===== src/rtl/clk_seq_pkg.sv =====
// Shared constants and carriers for the safe clock startup sequencer.
// Assumes all clock activity is presented as one-cycle ticks on ref_clk.
package clk_seq_pkg;

  localparam int          CLK_PERIOD_NS  = 20;
  localparam int          MAX_IN_CLOCKS  = 2;
  localparam int          MAX_OUT_CLOCKS = 7;
  localparam int          SEQ_W          = 3;
  localparam logic [3:0]  LOCK_CYCLES    = 4'h8;
  localparam logic [3:0]  SEQ_GAP_CYCLES = 4'h8;
  localparam logic [1:0]  FB_INTERNAL    = 2'h0;
  localparam logic [1:0]  FB_AUTO_MATCH  = 2'h1;
  localparam logic [1:0]  FB_USER        = 2'h2;
  localparam logic        PWRDWN_TIE     = 1'h0;

  typedef enum logic [1:0] {
    ST_QUALIFY = 2'b00,
    ST_RELEASE = 2'b01,
    ST_GAP     = 2'b10,
    ST_DONE    = 2'b11
  } seq_state_t;

  typedef struct packed {
    logic       lock_ok;
    logic       all_on;
    logic [2:0] step;
  } seq_status_t;

endpackage


===== src/rtl/enable_gated_global_buffer.sv =====
// Enable-capable output clock buffer cell.
// Assumes the clock it passes is a tick synchronous to ref_clk.
`timescale 1ns/1ps
`default_nettype none

module enable_gated_global_buffer (
  input  wire logic ref_clk,
  input  wire logic rst,
  input  wire logic enable,
  input  wire logic clk_tick,
  output var  logic gated_tick
);

  logic gated_reg;
  logic gated_next;

  always_comb begin
    gated_next = enable & clk_tick;
  end

  always_ff @(posedge ref_clk) begin
    if (rst) begin
      gated_reg <= 1'h0;
    end else begin
      gated_reg <= gated_next;
    end
  end

  assign gated_tick = gated_reg;

endmodule // enable_gated_global_buffer

`default_nettype wire


===== src/rtl/safe_clock_startup_sequencer.sv =====
// Safe clock startup and sequencing wrapper around a clock synthesis
// primitive (mixed_mode_clock_manager).
// Assumes the primitive's clocks, lock flag and feedback are synchronous
// ticks and levels on ref_clk.
`timescale 1ns/1ps
`default_nettype none

module safe_clock_startup_sequencer #(
  parameter int                 N_USED     = 7,
  parameter bit                 SEQ_EN     = 1'b1,
  parameter logic [20:0]        SEQ_NUMS   = 21'h1F58D1,
  parameter logic [1:0]         FB_MODE    = clk_seq_pkg::FB_INTERNAL,
  parameter bit                 IN1_BUF    = 1'b1,
  parameter bit                 IN2_BUF    = 1'b1,
  parameter bit                 IN2_USED   = 1'b0
) (
  input  wire logic                   ref_clk,
  input  wire logic                   rst,
  input  wire logic                   in_clk1_tick,
  input  wire logic                   in_clk2_tick,
  input  wire logic                   in_clk_sel,
  input  wire logic                   prim_locked,
  input  wire logic [6:0]             prim_out_tick,
  input  wire logic                   prim_fb_out,
  input  wire logic                   fb_ext_in,
  output var  logic                   prim_clk_in1,
  output var  logic                   prim_clk_in2,
  output var  logic                   prim_fb_in,
  output var  logic                   prim_pwrdwn,
  output var  logic                   fb_ext_out,
  output var  logic [6:0]             out_clk_tick,
  output var  logic [6:0]             out_enabled,
  output var  clk_seq_pkg::seq_status_t status
);

  ////////////////////////////////////////////////////////////////////////////
  // Input clock buffering and selection.

  logic in1_stage_reg;
  logic in2_stage_reg;
  logic in1_reg;
  logic in2_reg;
  logic in1_next;
  logic in2_next;
  logic pwrdwn_reg;
  logic in_tick;

  always_comb begin
    in1_next = IN1_BUF ? in1_stage_reg : in_clk1_tick;
    in2_next = IN2_BUF ? in2_stage_reg : in_clk2_tick;
    if (!IN2_USED) begin
      in2_next = 1'h0;
    end
  end

  always_ff @(posedge ref_clk) begin
    if (rst) begin
      in1_stage_reg <= 1'h0;
      in2_stage_reg <= 1'h0;
      in1_reg       <= 1'h0;
      in2_reg       <= 1'h0;
      pwrdwn_reg    <= 1'h0;
    end else begin
      in1_stage_reg <= in_clk1_tick;
      in2_stage_reg <= in_clk2_tick;
      in1_reg       <= in1_next;
      in2_reg       <= in2_next;
      pwrdwn_reg    <= clk_seq_pkg::PWRDWN_TIE;
    end
  end

  // Lock is qualified against the input clock the primitive is using.
  assign in_tick      = (IN2_USED && in_clk_sel) ? in2_reg : in1_reg;
  assign prim_clk_in1 = in1_reg;
  assign prim_clk_in2 = in2_reg;
  assign prim_pwrdwn  = pwrdwn_reg;

  ////////////////////////////////////////////////////////////////////////////
  // Startup sequencer.

  // Returns the output index that carries sequence number seq.
  function automatic logic [2:0] find_out(input logic [2:0] seq);
    logic [2:0] idx;
    idx = 3'h0;
    for (int i = 0; i < clk_seq_pkg::MAX_OUT_CLOCKS; i++) begin
      if (i < N_USED && SEQ_NUMS[i*3 +: 3] == seq) begin
        idx = 3'(i);
      end
    end
    return idx;
  endfunction

  localparam logic [6:0] USED_MASK = 7'((8'h1 << N_USED) - 8'h1);

  clk_seq_pkg::seq_state_t state_reg;
  clk_seq_pkg::seq_state_t state_next;
  logic [3:0] cnt_reg;
  logic [3:0] cnt_next;
  logic [2:0] step_reg;
  logic [2:0] step_next;
  logic [6:0] mask_reg;
  logic [6:0] mask_next;
  logic       lock_ok_reg;
  logic       lock_ok_next;
  logic [2:0] cur_out;
  logic       all_on_reg;
  logic       all_on_next;

  always_comb begin
    state_next   = state_reg;
    cnt_next     = cnt_reg;
    step_next    = step_reg;
    mask_next    = mask_reg;
    lock_ok_next = lock_ok_reg;
    cur_out      = find_out(step_reg);
    if (!prim_locked) begin
      state_next   = clk_seq_pkg::ST_QUALIFY;
      cnt_next     = 4'h0;
      step_next    = 3'h1;
      mask_next    = 7'h00;
      lock_ok_next = 1'h0;
    end else begin
      case (state_reg)
        clk_seq_pkg::ST_QUALIFY: begin
          if (in_tick) begin
            cnt_next = cnt_reg + 4'h1;
            if (cnt_reg + 4'h1 == clk_seq_pkg::LOCK_CYCLES) begin
              state_next   = clk_seq_pkg::ST_RELEASE;
              lock_ok_next = 1'h1;
              cnt_next     = 4'h0;
            end
          end
        end
        clk_seq_pkg::ST_RELEASE: begin
          if (!SEQ_EN) begin
            mask_next  = USED_MASK;
            state_next = clk_seq_pkg::ST_DONE;
          end else begin
            mask_next[cur_out] = 1'h1;
            if (step_reg == 3'(N_USED)) begin
              state_next = clk_seq_pkg::ST_DONE;
            end else begin
              step_next  = step_reg + 3'h1;
              cnt_next   = 4'h0;
              state_next = clk_seq_pkg::ST_GAP;
            end
          end
        end
        clk_seq_pkg::ST_GAP: begin
          // The gap is counted on the ungated clock of the next output.
          if (prim_out_tick[cur_out]) begin
            cnt_next = cnt_reg + 4'h1;
            if (cnt_reg + 4'h1 == clk_seq_pkg::SEQ_GAP_CYCLES) begin
              state_next = clk_seq_pkg::ST_RELEASE;
              cnt_next   = 4'h0;
            end
          end
        end
        clk_seq_pkg::ST_DONE: begin
          state_next = clk_seq_pkg::ST_DONE;
        end
        default: begin
          state_next = clk_seq_pkg::ST_QUALIFY;
        end
      endcase
    end
    all_on_next = (state_next == clk_seq_pkg::ST_DONE);
  end

  always_ff @(posedge ref_clk) begin
    if (rst) begin
      all_on_reg  <= 1'h0;
      state_reg   <= clk_seq_pkg::ST_QUALIFY;
      cnt_reg     <= 4'h0;
      step_reg    <= 3'h1;
      mask_reg    <= 7'h00;
      lock_ok_reg <= 1'h0;
    end else begin
      all_on_reg  <= all_on_next;
      state_reg   <= state_next;
      cnt_reg     <= cnt_next;
      step_reg    <= step_next;
      mask_reg    <= mask_next;
      lock_ok_reg <= lock_ok_next;
    end
  end

  ////////////////////////////////////////////////////////////////////////////
  // Output clock buffers.

  logic [6:0] gated;

  for (genvar g = 0; g < clk_seq_pkg::MAX_OUT_CLOCKS; g++) begin : g_out
    enable_gated_global_buffer u_buf (
      .ref_clk    (ref_clk),
      .rst        (rst),
      .enable     (mask_reg[g] & USED_MASK[g]),
      .clk_tick   (prim_out_tick[g]),
      .gated_tick (gated[g])
    );
  end

  assign out_clk_tick = gated;
  assign out_enabled  = mask_reg;

  ////////////////////////////////////////////////////////////////////////////
  // Feedback routing.

  logic fb_matched;
  logic fb_reg;
  logic fb_next;
  logic fb_ext_reg;
  logic fb_ext_next;

  // The matching cell has the same latency as the first output clock path.
  enable_gated_global_buffer u_fb_match (
    .ref_clk    (ref_clk),
    .rst        (rst),
    .enable     (1'h1),
    .clk_tick   (prim_fb_out),
    .gated_tick (fb_matched)
  );

  always_comb begin
    case (FB_MODE)
      clk_seq_pkg::FB_AUTO_MATCH: begin
        fb_next     = fb_matched;
        fb_ext_next = 1'h0;
      end
      clk_seq_pkg::FB_USER: begin
        fb_next     = fb_ext_in;
        fb_ext_next = prim_fb_out;
      end
      default: begin
        fb_next     = prim_fb_out;
        fb_ext_next = 1'h0;
      end
    endcase
  end

  always_ff @(posedge ref_clk) begin
    if (rst) begin
      fb_reg     <= 1'h0;
      fb_ext_reg <= 1'h0;
    end else begin
      fb_reg     <= fb_next;
      fb_ext_reg <= fb_ext_next;
    end
  end

  assign prim_fb_in = fb_reg;
  assign fb_ext_out = fb_ext_reg;

  ////////////////////////////////////////////////////////////////////////////
  // Status.

  always_comb begin
    status.lock_ok = lock_ok_reg;
    status.all_on  = all_on_reg;
    status.step    = step_reg;
  end

endmodule // safe_clock_startup_sequencer

`default_nettype wire


===== config.mk =====
export PLATFORM = sky130hd
export DESIGN_NAME = safe_clock_startup_sequencer
export DESIGN_NICKNAME = d
export VERILOG_FILES = /design/src/rtl/clk_seq_pkg.sv /design/src/rtl/enable_gated_global_buffer.sv /design/src/rtl/safe_clock_startup_sequencer.sv
export SDC_FILE = /design/constraint.sdc
export NUM_CORES = 1
export LEC_CHECK = 0
export BUFFER_PORTS_ARGS = -buffer_cell sky130_fd_sc_hd__buf_2
export CAP_MARGIN = 20
export CORE_MARGIN = 5
export CORE_UTILIZATION = 25
export CTS_BUF_LIST = sky130_fd_sc_hd__clkbuf_16
export CTS_CLUSTER_SIZE = 28
export DETAILED_ROUTE_END_ITERATION = 12
export PLACE_DENSITY = 0.44
export SETUP_SLACK_MARGIN = 0.3
export SKIP_CTS_REPAIR_TIMING = 1
export SYNTH_ARGS = -nofsm -noshare
export SYNTH_HDL_FRONTEND = slang
export SYNTH_SLANG_ARGS = --single-unit

===== constraint.sdc =====
create_clock -name ref_clk -period 3.48 [get_ports ref_clk]
set_input_delay 0.348 -clock ref_clk [delete_from_list [all_inputs] [get_ports ref_clk]]
set_output_delay 0.348 -clock ref_clk [all_outputs]
set_load 0.005 [all_outputs]

# After elaboration in Yosys (flattened, before gate mapping)
# Cells that the tools add are included.
[word_totals]
regBits = 28
word_cells = 73
[op_classes]
bitwise_logic = 10
n_addsub = 2
reduce_logical = 7
eq_ne = 15
magnitude_cmp = 2
mux = 21
[op_table]
columns = ["op", "n"]
rows = [
  ["$mux W4", 4],
  ["$eq A3 B3 Y1 const A", 4],
  ["$mux W2", 6],
  ["$pmux W4 S3", 1],
  ["$mux W3", 3],
  ["$pmux W2 S4", 1],
  ["$and A1 B1 Y1", 7],
  ["$or A7 B7 Y7", 1],
  ["$eq A2 B2 Y1 const B", 3],
  ["$eq A2 B3 Y1 const A", 2],
  ["$ne A2 B2 Y1 const B", 3],
  ["$add A4 B1 Y4 const B", 1],
  ["$eq A4 B4 Y1 const B", 1],
  ["$lt A3 B4 Y1 const B", 1],
  ["$mux W1", 4],
  ["$reduce_and A4 Y1", 1],
  ["$add A3 B1 Y3 const B", 1],
  ["$bmux W1 S3", 1],
  ["$demux W1 S3", 1],
  ["$eq A3 B3 Y1 const B", 1],
  ["$ge A3 B1 Y1 const B", 1],
  ["$reduce_and A3 Y1", 1],
  ["$reduce_bool A3 Y1", 1],
  ["$eq A2 B1 Y1 const B", 1],
  ["5 further kinds", 6],
]

# Logic depth before layout (Yosys ltp)
[depth]
depth_word = 13
mapped_depth = 9
mapped_depth_nobuf = 8

# Cells and area by module
# Synthesis repeated with hierarchy kept, for this count alone.
[unflattened]
cells_unflattened = 162
hier_area_um2 = 1455.1
[modules_own_cells]
columns = ["mod", "instances", "seq_area_each_um2", "area_each_um2", "cells_each"]
rows = [
  ["safe_clock_startup_sequencer", 1, 420.4, 1253.7, 148],
  ["enable_gated_global_buffer", 7, 20.0, 28.8, 2],
]

# Worst setup path before layout
# OpenSTA, ideal clock, no wires.
[synth_timing]
path_kind = "reg2reg"
startpoint = "register step_reg[0]"
endpoint = "register cnt_reg[2]"
period_less_slack_ns = 2.047
arrival_time_ns = 1.930
path_slack_ns = 1.433
stages_incl_launch_ff = 9
path_cell_list = "dfxtp_1 ha_1 ha_1 clkbuf_1 nor3_1 o21ai_1 o2111ai_2 a211o_1 a32o_1"
[synth_via]
elab_chain_cells = 11
elab_cells_between_ends = 18
classes_between = "eq/ne: 9; mux: 8; reduce/logical: 1"
[synth_lines]
columns = ["item", "line_no", "text"]
rows = [
  ["start, declared", "safe_clock_startup_sequencer.sv:99", "logic [2:0] step_reg;"],
  ["start signal, assigned", "safe_clock_startup_sequencer.sv:182", "step_reg <= step_next;"],
  ["$eq A2 B3 Y1", "safe_clock_startup_sequencer.sv:86", "if (i < N_USED && SEQ_NUMS[i*3 +: 3] == seq) begin"],
  ["$mux W1", "safe_clock_startup_sequencer.sv:86", ""],
  ["$mux W2 (2 in series)", "safe_clock_startup_sequencer.sv:86", ""],
  ["$mux W3 (3 in series)", "safe_clock_startup_sequencer.sv:86", ""],
  ["$bmux W1 S3", "safe_clock_startup_sequencer.sv:151", "if (prim_out_tick[cur_out]) begin"],
  ["$mux W1 (not written as such)", "safe_clock_startup_sequencer.sv:151", ""],
  ["$ne A2 B2 Y1 (no line)", "--", ""],
  ["$reduce_and A4 Y1 (no line) (*)", "--", ""],
  ["end signal, assigned", "safe_clock_startup_sequencer.sv:181", "cnt_reg <= cnt_next;"],
  ["end, declared", "safe_clock_startup_sequencer.sv:97", "logic [3:0] cnt_reg;"],
]
# Mark *: on every way between the ends. The rest lies on a longest branch, timed or not. The select of a mux whose other input is x is not followed.
# A chain may end at the register's enable or synchronous reset.

# Final worst setup path
[layout_timing]
startpoint = "register step_reg[2]"
endpoint = "register cnt_reg[2]"
# The elaborated chain is that of the path after synthesis.

==> summary.txt <==
Clocking
  – Number of buffers created by CTS: 3
  – Maximum clock insertion buffer count: 2
  – Clock insertion delay at the later pin of the skew report: 0.26 ns
  – Worst-path clk slew: 0.07 ns
  – H-tree lvl count: 1
  – Clock tree from TritonCTS: done
  – Clock tree root driver cell: sky130_fd_sc_hd__clkbuf_16
  – Num Clock Sinks: 28

Timing
  – Worst clock skew on the final layout: 0.00520 ns
  – RSZ-0062 raised after global routing: no
  – Post-Route Hold Slack: 0.292 ns
  – Number of hold violations in the final report: 0
  – Worst-margin pin slew: 0.686 ns
  – Summed negative setup slack over all endpoints: 0 ns
  – Min Clock Period, post-route: 2.27 ns
  – Highest clock frequency the design can meet: 0.441 GHz
  – Tightest slew margin relative to the limit: 0.542
  – Final setup viols: 0
  – Count of pins over their slew limit: 0
  – Share of the cycle needed by the critical path after routing: 0.652

Route
  – Via density: 4.56
  – Routed via count: 1,268
  – Number of DRC markers in iteration 0: 91
  – Number of antenna-violating nets in the routed design: 0
  – # DRC: 0
  – Post-DR wirelength/cell: 12.5 µm
  – Total iterations of the first detailed-routing run: 4
  – Final routed wirelength across all metal layers: 3480 µm

Global routing
  – Pin count of the biggest net entering global routing: 17
  – Initial antenna violation count: 0
  – Via count of the first global-routing pass: 1,238
  – Total routing usage reported by global routing: 0.0883
  – Aggregate global routing overflow: 0
  – First-pass GRT wire length: 6030 µm

Placed design
  – HPWL after DPL: 2640 µm
  – Count of buffers inserted at the top-level ports: 32
  – Global placer's final weighted congestion: 0.781

Final layout
  – Area growth from synthesis to layout: 12.0%
  – Proportion of layout cells with a drive suffix above 1: 0.209
  – Util after Layout: 0.285
  – Top library cells by usage in the layout, fill and taps aside: 32 x sky130_fd_sc_hd__buf_2, 28 x sky130_fd_sc_hd__dfxtp_1, 22 x sky130_fd_sc_hd__nor2_1, 18 x sky130_fd_sc_hd__nand2_1, 12 x sky130_fd_sc_hd__ha_1
  – Most common library cell in the layout ignoring fill and taps: sky130_fd_sc_hd__buf_2
  – Nets: 229
  – Number of fillers in the final layout: 690
  – Antenna diode instance count: 0

Die
  – Number of primary I/O pins: 39
  – Number of placement rows: 29
  – Die Wd: 90.2 µm
  – Starting density of the core: 0.255
  – Die outline area: 8140 µm²
  – Std-Cell Core Area: 6310 µm²
  – Vertical extent of the die: 90.2 µm

Setup path
  – Worst-case register-to-register setup slack: 1.21 ns
  – Slowest Stage Delay on Critical Path: 0.57 ns
  – WP data required: 3.64 ns
  – Classification of the worst setup path: flop to flop
  – Largest fanout on the critical path: 14
  – Category of the worst setup path launch point: flop
  – Crit path max-delay cell type: sky130_fd_sc_hd__dfxtp_1
  – Reg2reg path depth: 8
  – Kind of capture point of the worst setup path: flop
  – Arr. time, crit path: 2.43 ns
  – Critical Path, Cell by Cell: inv_1 -> ha_1 -> and2b_2 -> nor4_1 -> o21ai_1 -> o2111ai_2 -> a211o_1 -> a32o_1
  – Endpoint of the worst-slack reg-to-reg timing path: cnt_reg[2]
  – Worst reg2reg path startpoint: step_reg[2]

Flow run
  – Number of max-cap violations: 0

Logic synthesis
  – Post-synth ARST share: 0
  – Number of enable flip-flop cells after synthesis: 0
  – Synth unique cells: 46
  – Register area share after synthesis: 0.349
  – Yosys warning total: 0
  – Summed instance area of the synthesized netlist: 1610 µm²
  – Syn_area_per_cell: 8.51 µm²
  – Synthesized flop and latch total: 28
  – Main flop type after synthesis: sky130_fd_sc_hd__dfxtp_1
  – Cell count after synthesis: 189

Pwr
  – Power density over cell area: 383 nW/µm²
  – Worst ir drop on vdd: 0.260 mV
  – Leak pwr: 0.000772 µW

Min path
  – Hold path start: in_clk1_tick
  – Cell depth of the worst hold path: 2
  – Hold Path Sink: in1_next
  – Class of the worst hold path: primary input to flop

Run status
  – Status: complete, no violations
## final cells by class
type	count	area, µm²	area share
Multi-Input combinational cell	128	845	0.469
Inverter	9	33.8	0.0188
Clock buffer	3	75.1	0.0417
Tap cell	77	96.3	0.0535
Timing Repair Buffer	32	160	0.0890
Sequential cell	28	561	0.311
Clock inverter	1	30.0	0.0167
## cells in the mapped netlist, types with 2 or more instances
cell                         n  area share
sky130_fd_sc_hd__dfxtp_1    28        0.35
sky130_fd_sc_hd__nor2_1     22       0.051
sky130_fd_sc_hd__buf_4      19       0.089
sky130_fd_sc_hd__nand2_1    18       0.042
sky130_fd_sc_hd__ha_1       12       0.093
sky130_fd_sc_hd__a21oi_1     9       0.028
sky130_fd_sc_hd__inv_1       9       0.021
sky130_fd_sc_hd__clkbuf_1    6       0.014
sky130_fd_sc_hd__nor3_1      5       0.016
sky130_fd_sc_hd__nor2b_1     4       0.016
sky130_fd_sc_hd__a211o_1     3       0.016
sky130_fd_sc_hd__a31oi_1     3       0.012
sky130_fd_sc_hd__mux2i_1     3       0.019
sky130_fd_sc_hd__nand2b_1    3       0.012
sky130_fd_sc_hd__nand3_1     3      0.0093
sky130_fd_sc_hd__nor4_1      3       0.012
sky130_fd_sc_hd__o21ai_1     3      0.0093
sky130_fd_sc_hd__a2111oi_0   2       0.011
sky130_fd_sc_hd__a21o_1      2      0.0093
sky130_fd_sc_hd__a41oi_1     2       0.011
sky130_fd_sc_hd__nand3b_1    2      0.0093
sky130_fd_sc_hd__nor3b_1     2      0.0093
sky130_fd_sc_hd__o211ai_1    2      0.0093
sky130_fd_sc_hd__xnor2_1     2       0.011
## how the worst max path moves through the flow
| stage | start | slack (ns) | end | cells past startpoint |
|---|---|---|---|---|
| 2_1_floorplan | step_reg[0] | 1.43 | cnt_reg[2] | 8 |
| 3_3_place_gp | step_reg[2] | 1.21 | cnt_reg[2] | 8 |
| 3_5_place_dp | step_reg[2] | 1.21 | cnt_reg[2] | 8 |
| 4_1_cts | step_reg[2] | 1.20 | cnt_reg[2] | 8 |
| 5_1_grt | step_reg[0] | 0.99 | out_enabled[0] | 6 |
| 6_report | step_reg[2] | 1.21 | cnt_reg[2] | 8 |
## critical path, delay by kind of cell (launching register included)
kind | cells | cell delay, ns
AOI/OAI and AO/OA | 4 | 1.00
DFF | 1 | 0.57
and+or+nand+nor | 2 | 0.31
adders and majority gates | 1 | 0.22
buffers and inverters | 1 | 0.08
## report_power, final
| part | leakage [µW] | total (µW) | internal (µW) | switching, µW |
|---|---|---|---|---|
| registers | 0.000226 | 323 | 322 | 1.24 |
| clock network | 0.0000511 | 342 | 229 | 113 |
| logic | 0.000494 | 25.2 | 9.79 | 15.4 |
| total | 0.000772 | 690 | 561 | 129 |
## cells by family after synthesis
| group | share of synthesized area |
|---|---|
| AO/OA/AOI/OAI | 0.177 |
| AND/OR/NAND/NOR | 0.219 |
| other | 0.00233 |
| multiplexers | 0.0187 |
| XOR/XNOR | 0.0109 |
| buffers and inverters | 0.131 |
| adder cells (fa/ha/maj) | 0.0934 |
| flip-flops | 0.349 |
## metrics by stage
step | total power, µW | area, µm² | setup WS (ns) | cells
after floorplan | 346 | 1620 | 1.43 | 191
after global placement | 357 | 1700 | 1.21 | 274
after detailed placement | 357 | 1700 | 1.21 | 274
after CTS | 707 | 1800 | 1.20 | 278
after global routing | 721 | 1800 | 0.991 | 278
final | 690 | 1800 | 1.21 | 278
## per-layer routing
| layer | GRT usage | vias to the layer above | part of all wire |
|---|---|---|---|
| met3 | 0.0250 | 4 | 0.070 |
| met2 | 0.138 | 37 | 0.43 |
| met4 | 0.0335 | 0 | 0.016 |
| met1 | 0.115 | 567 | 0.48 |
| met5 | 0 | - | 0 |
| li1 | - | 660 | - |
Note: power is estimated with default switching activity, not from simulation.
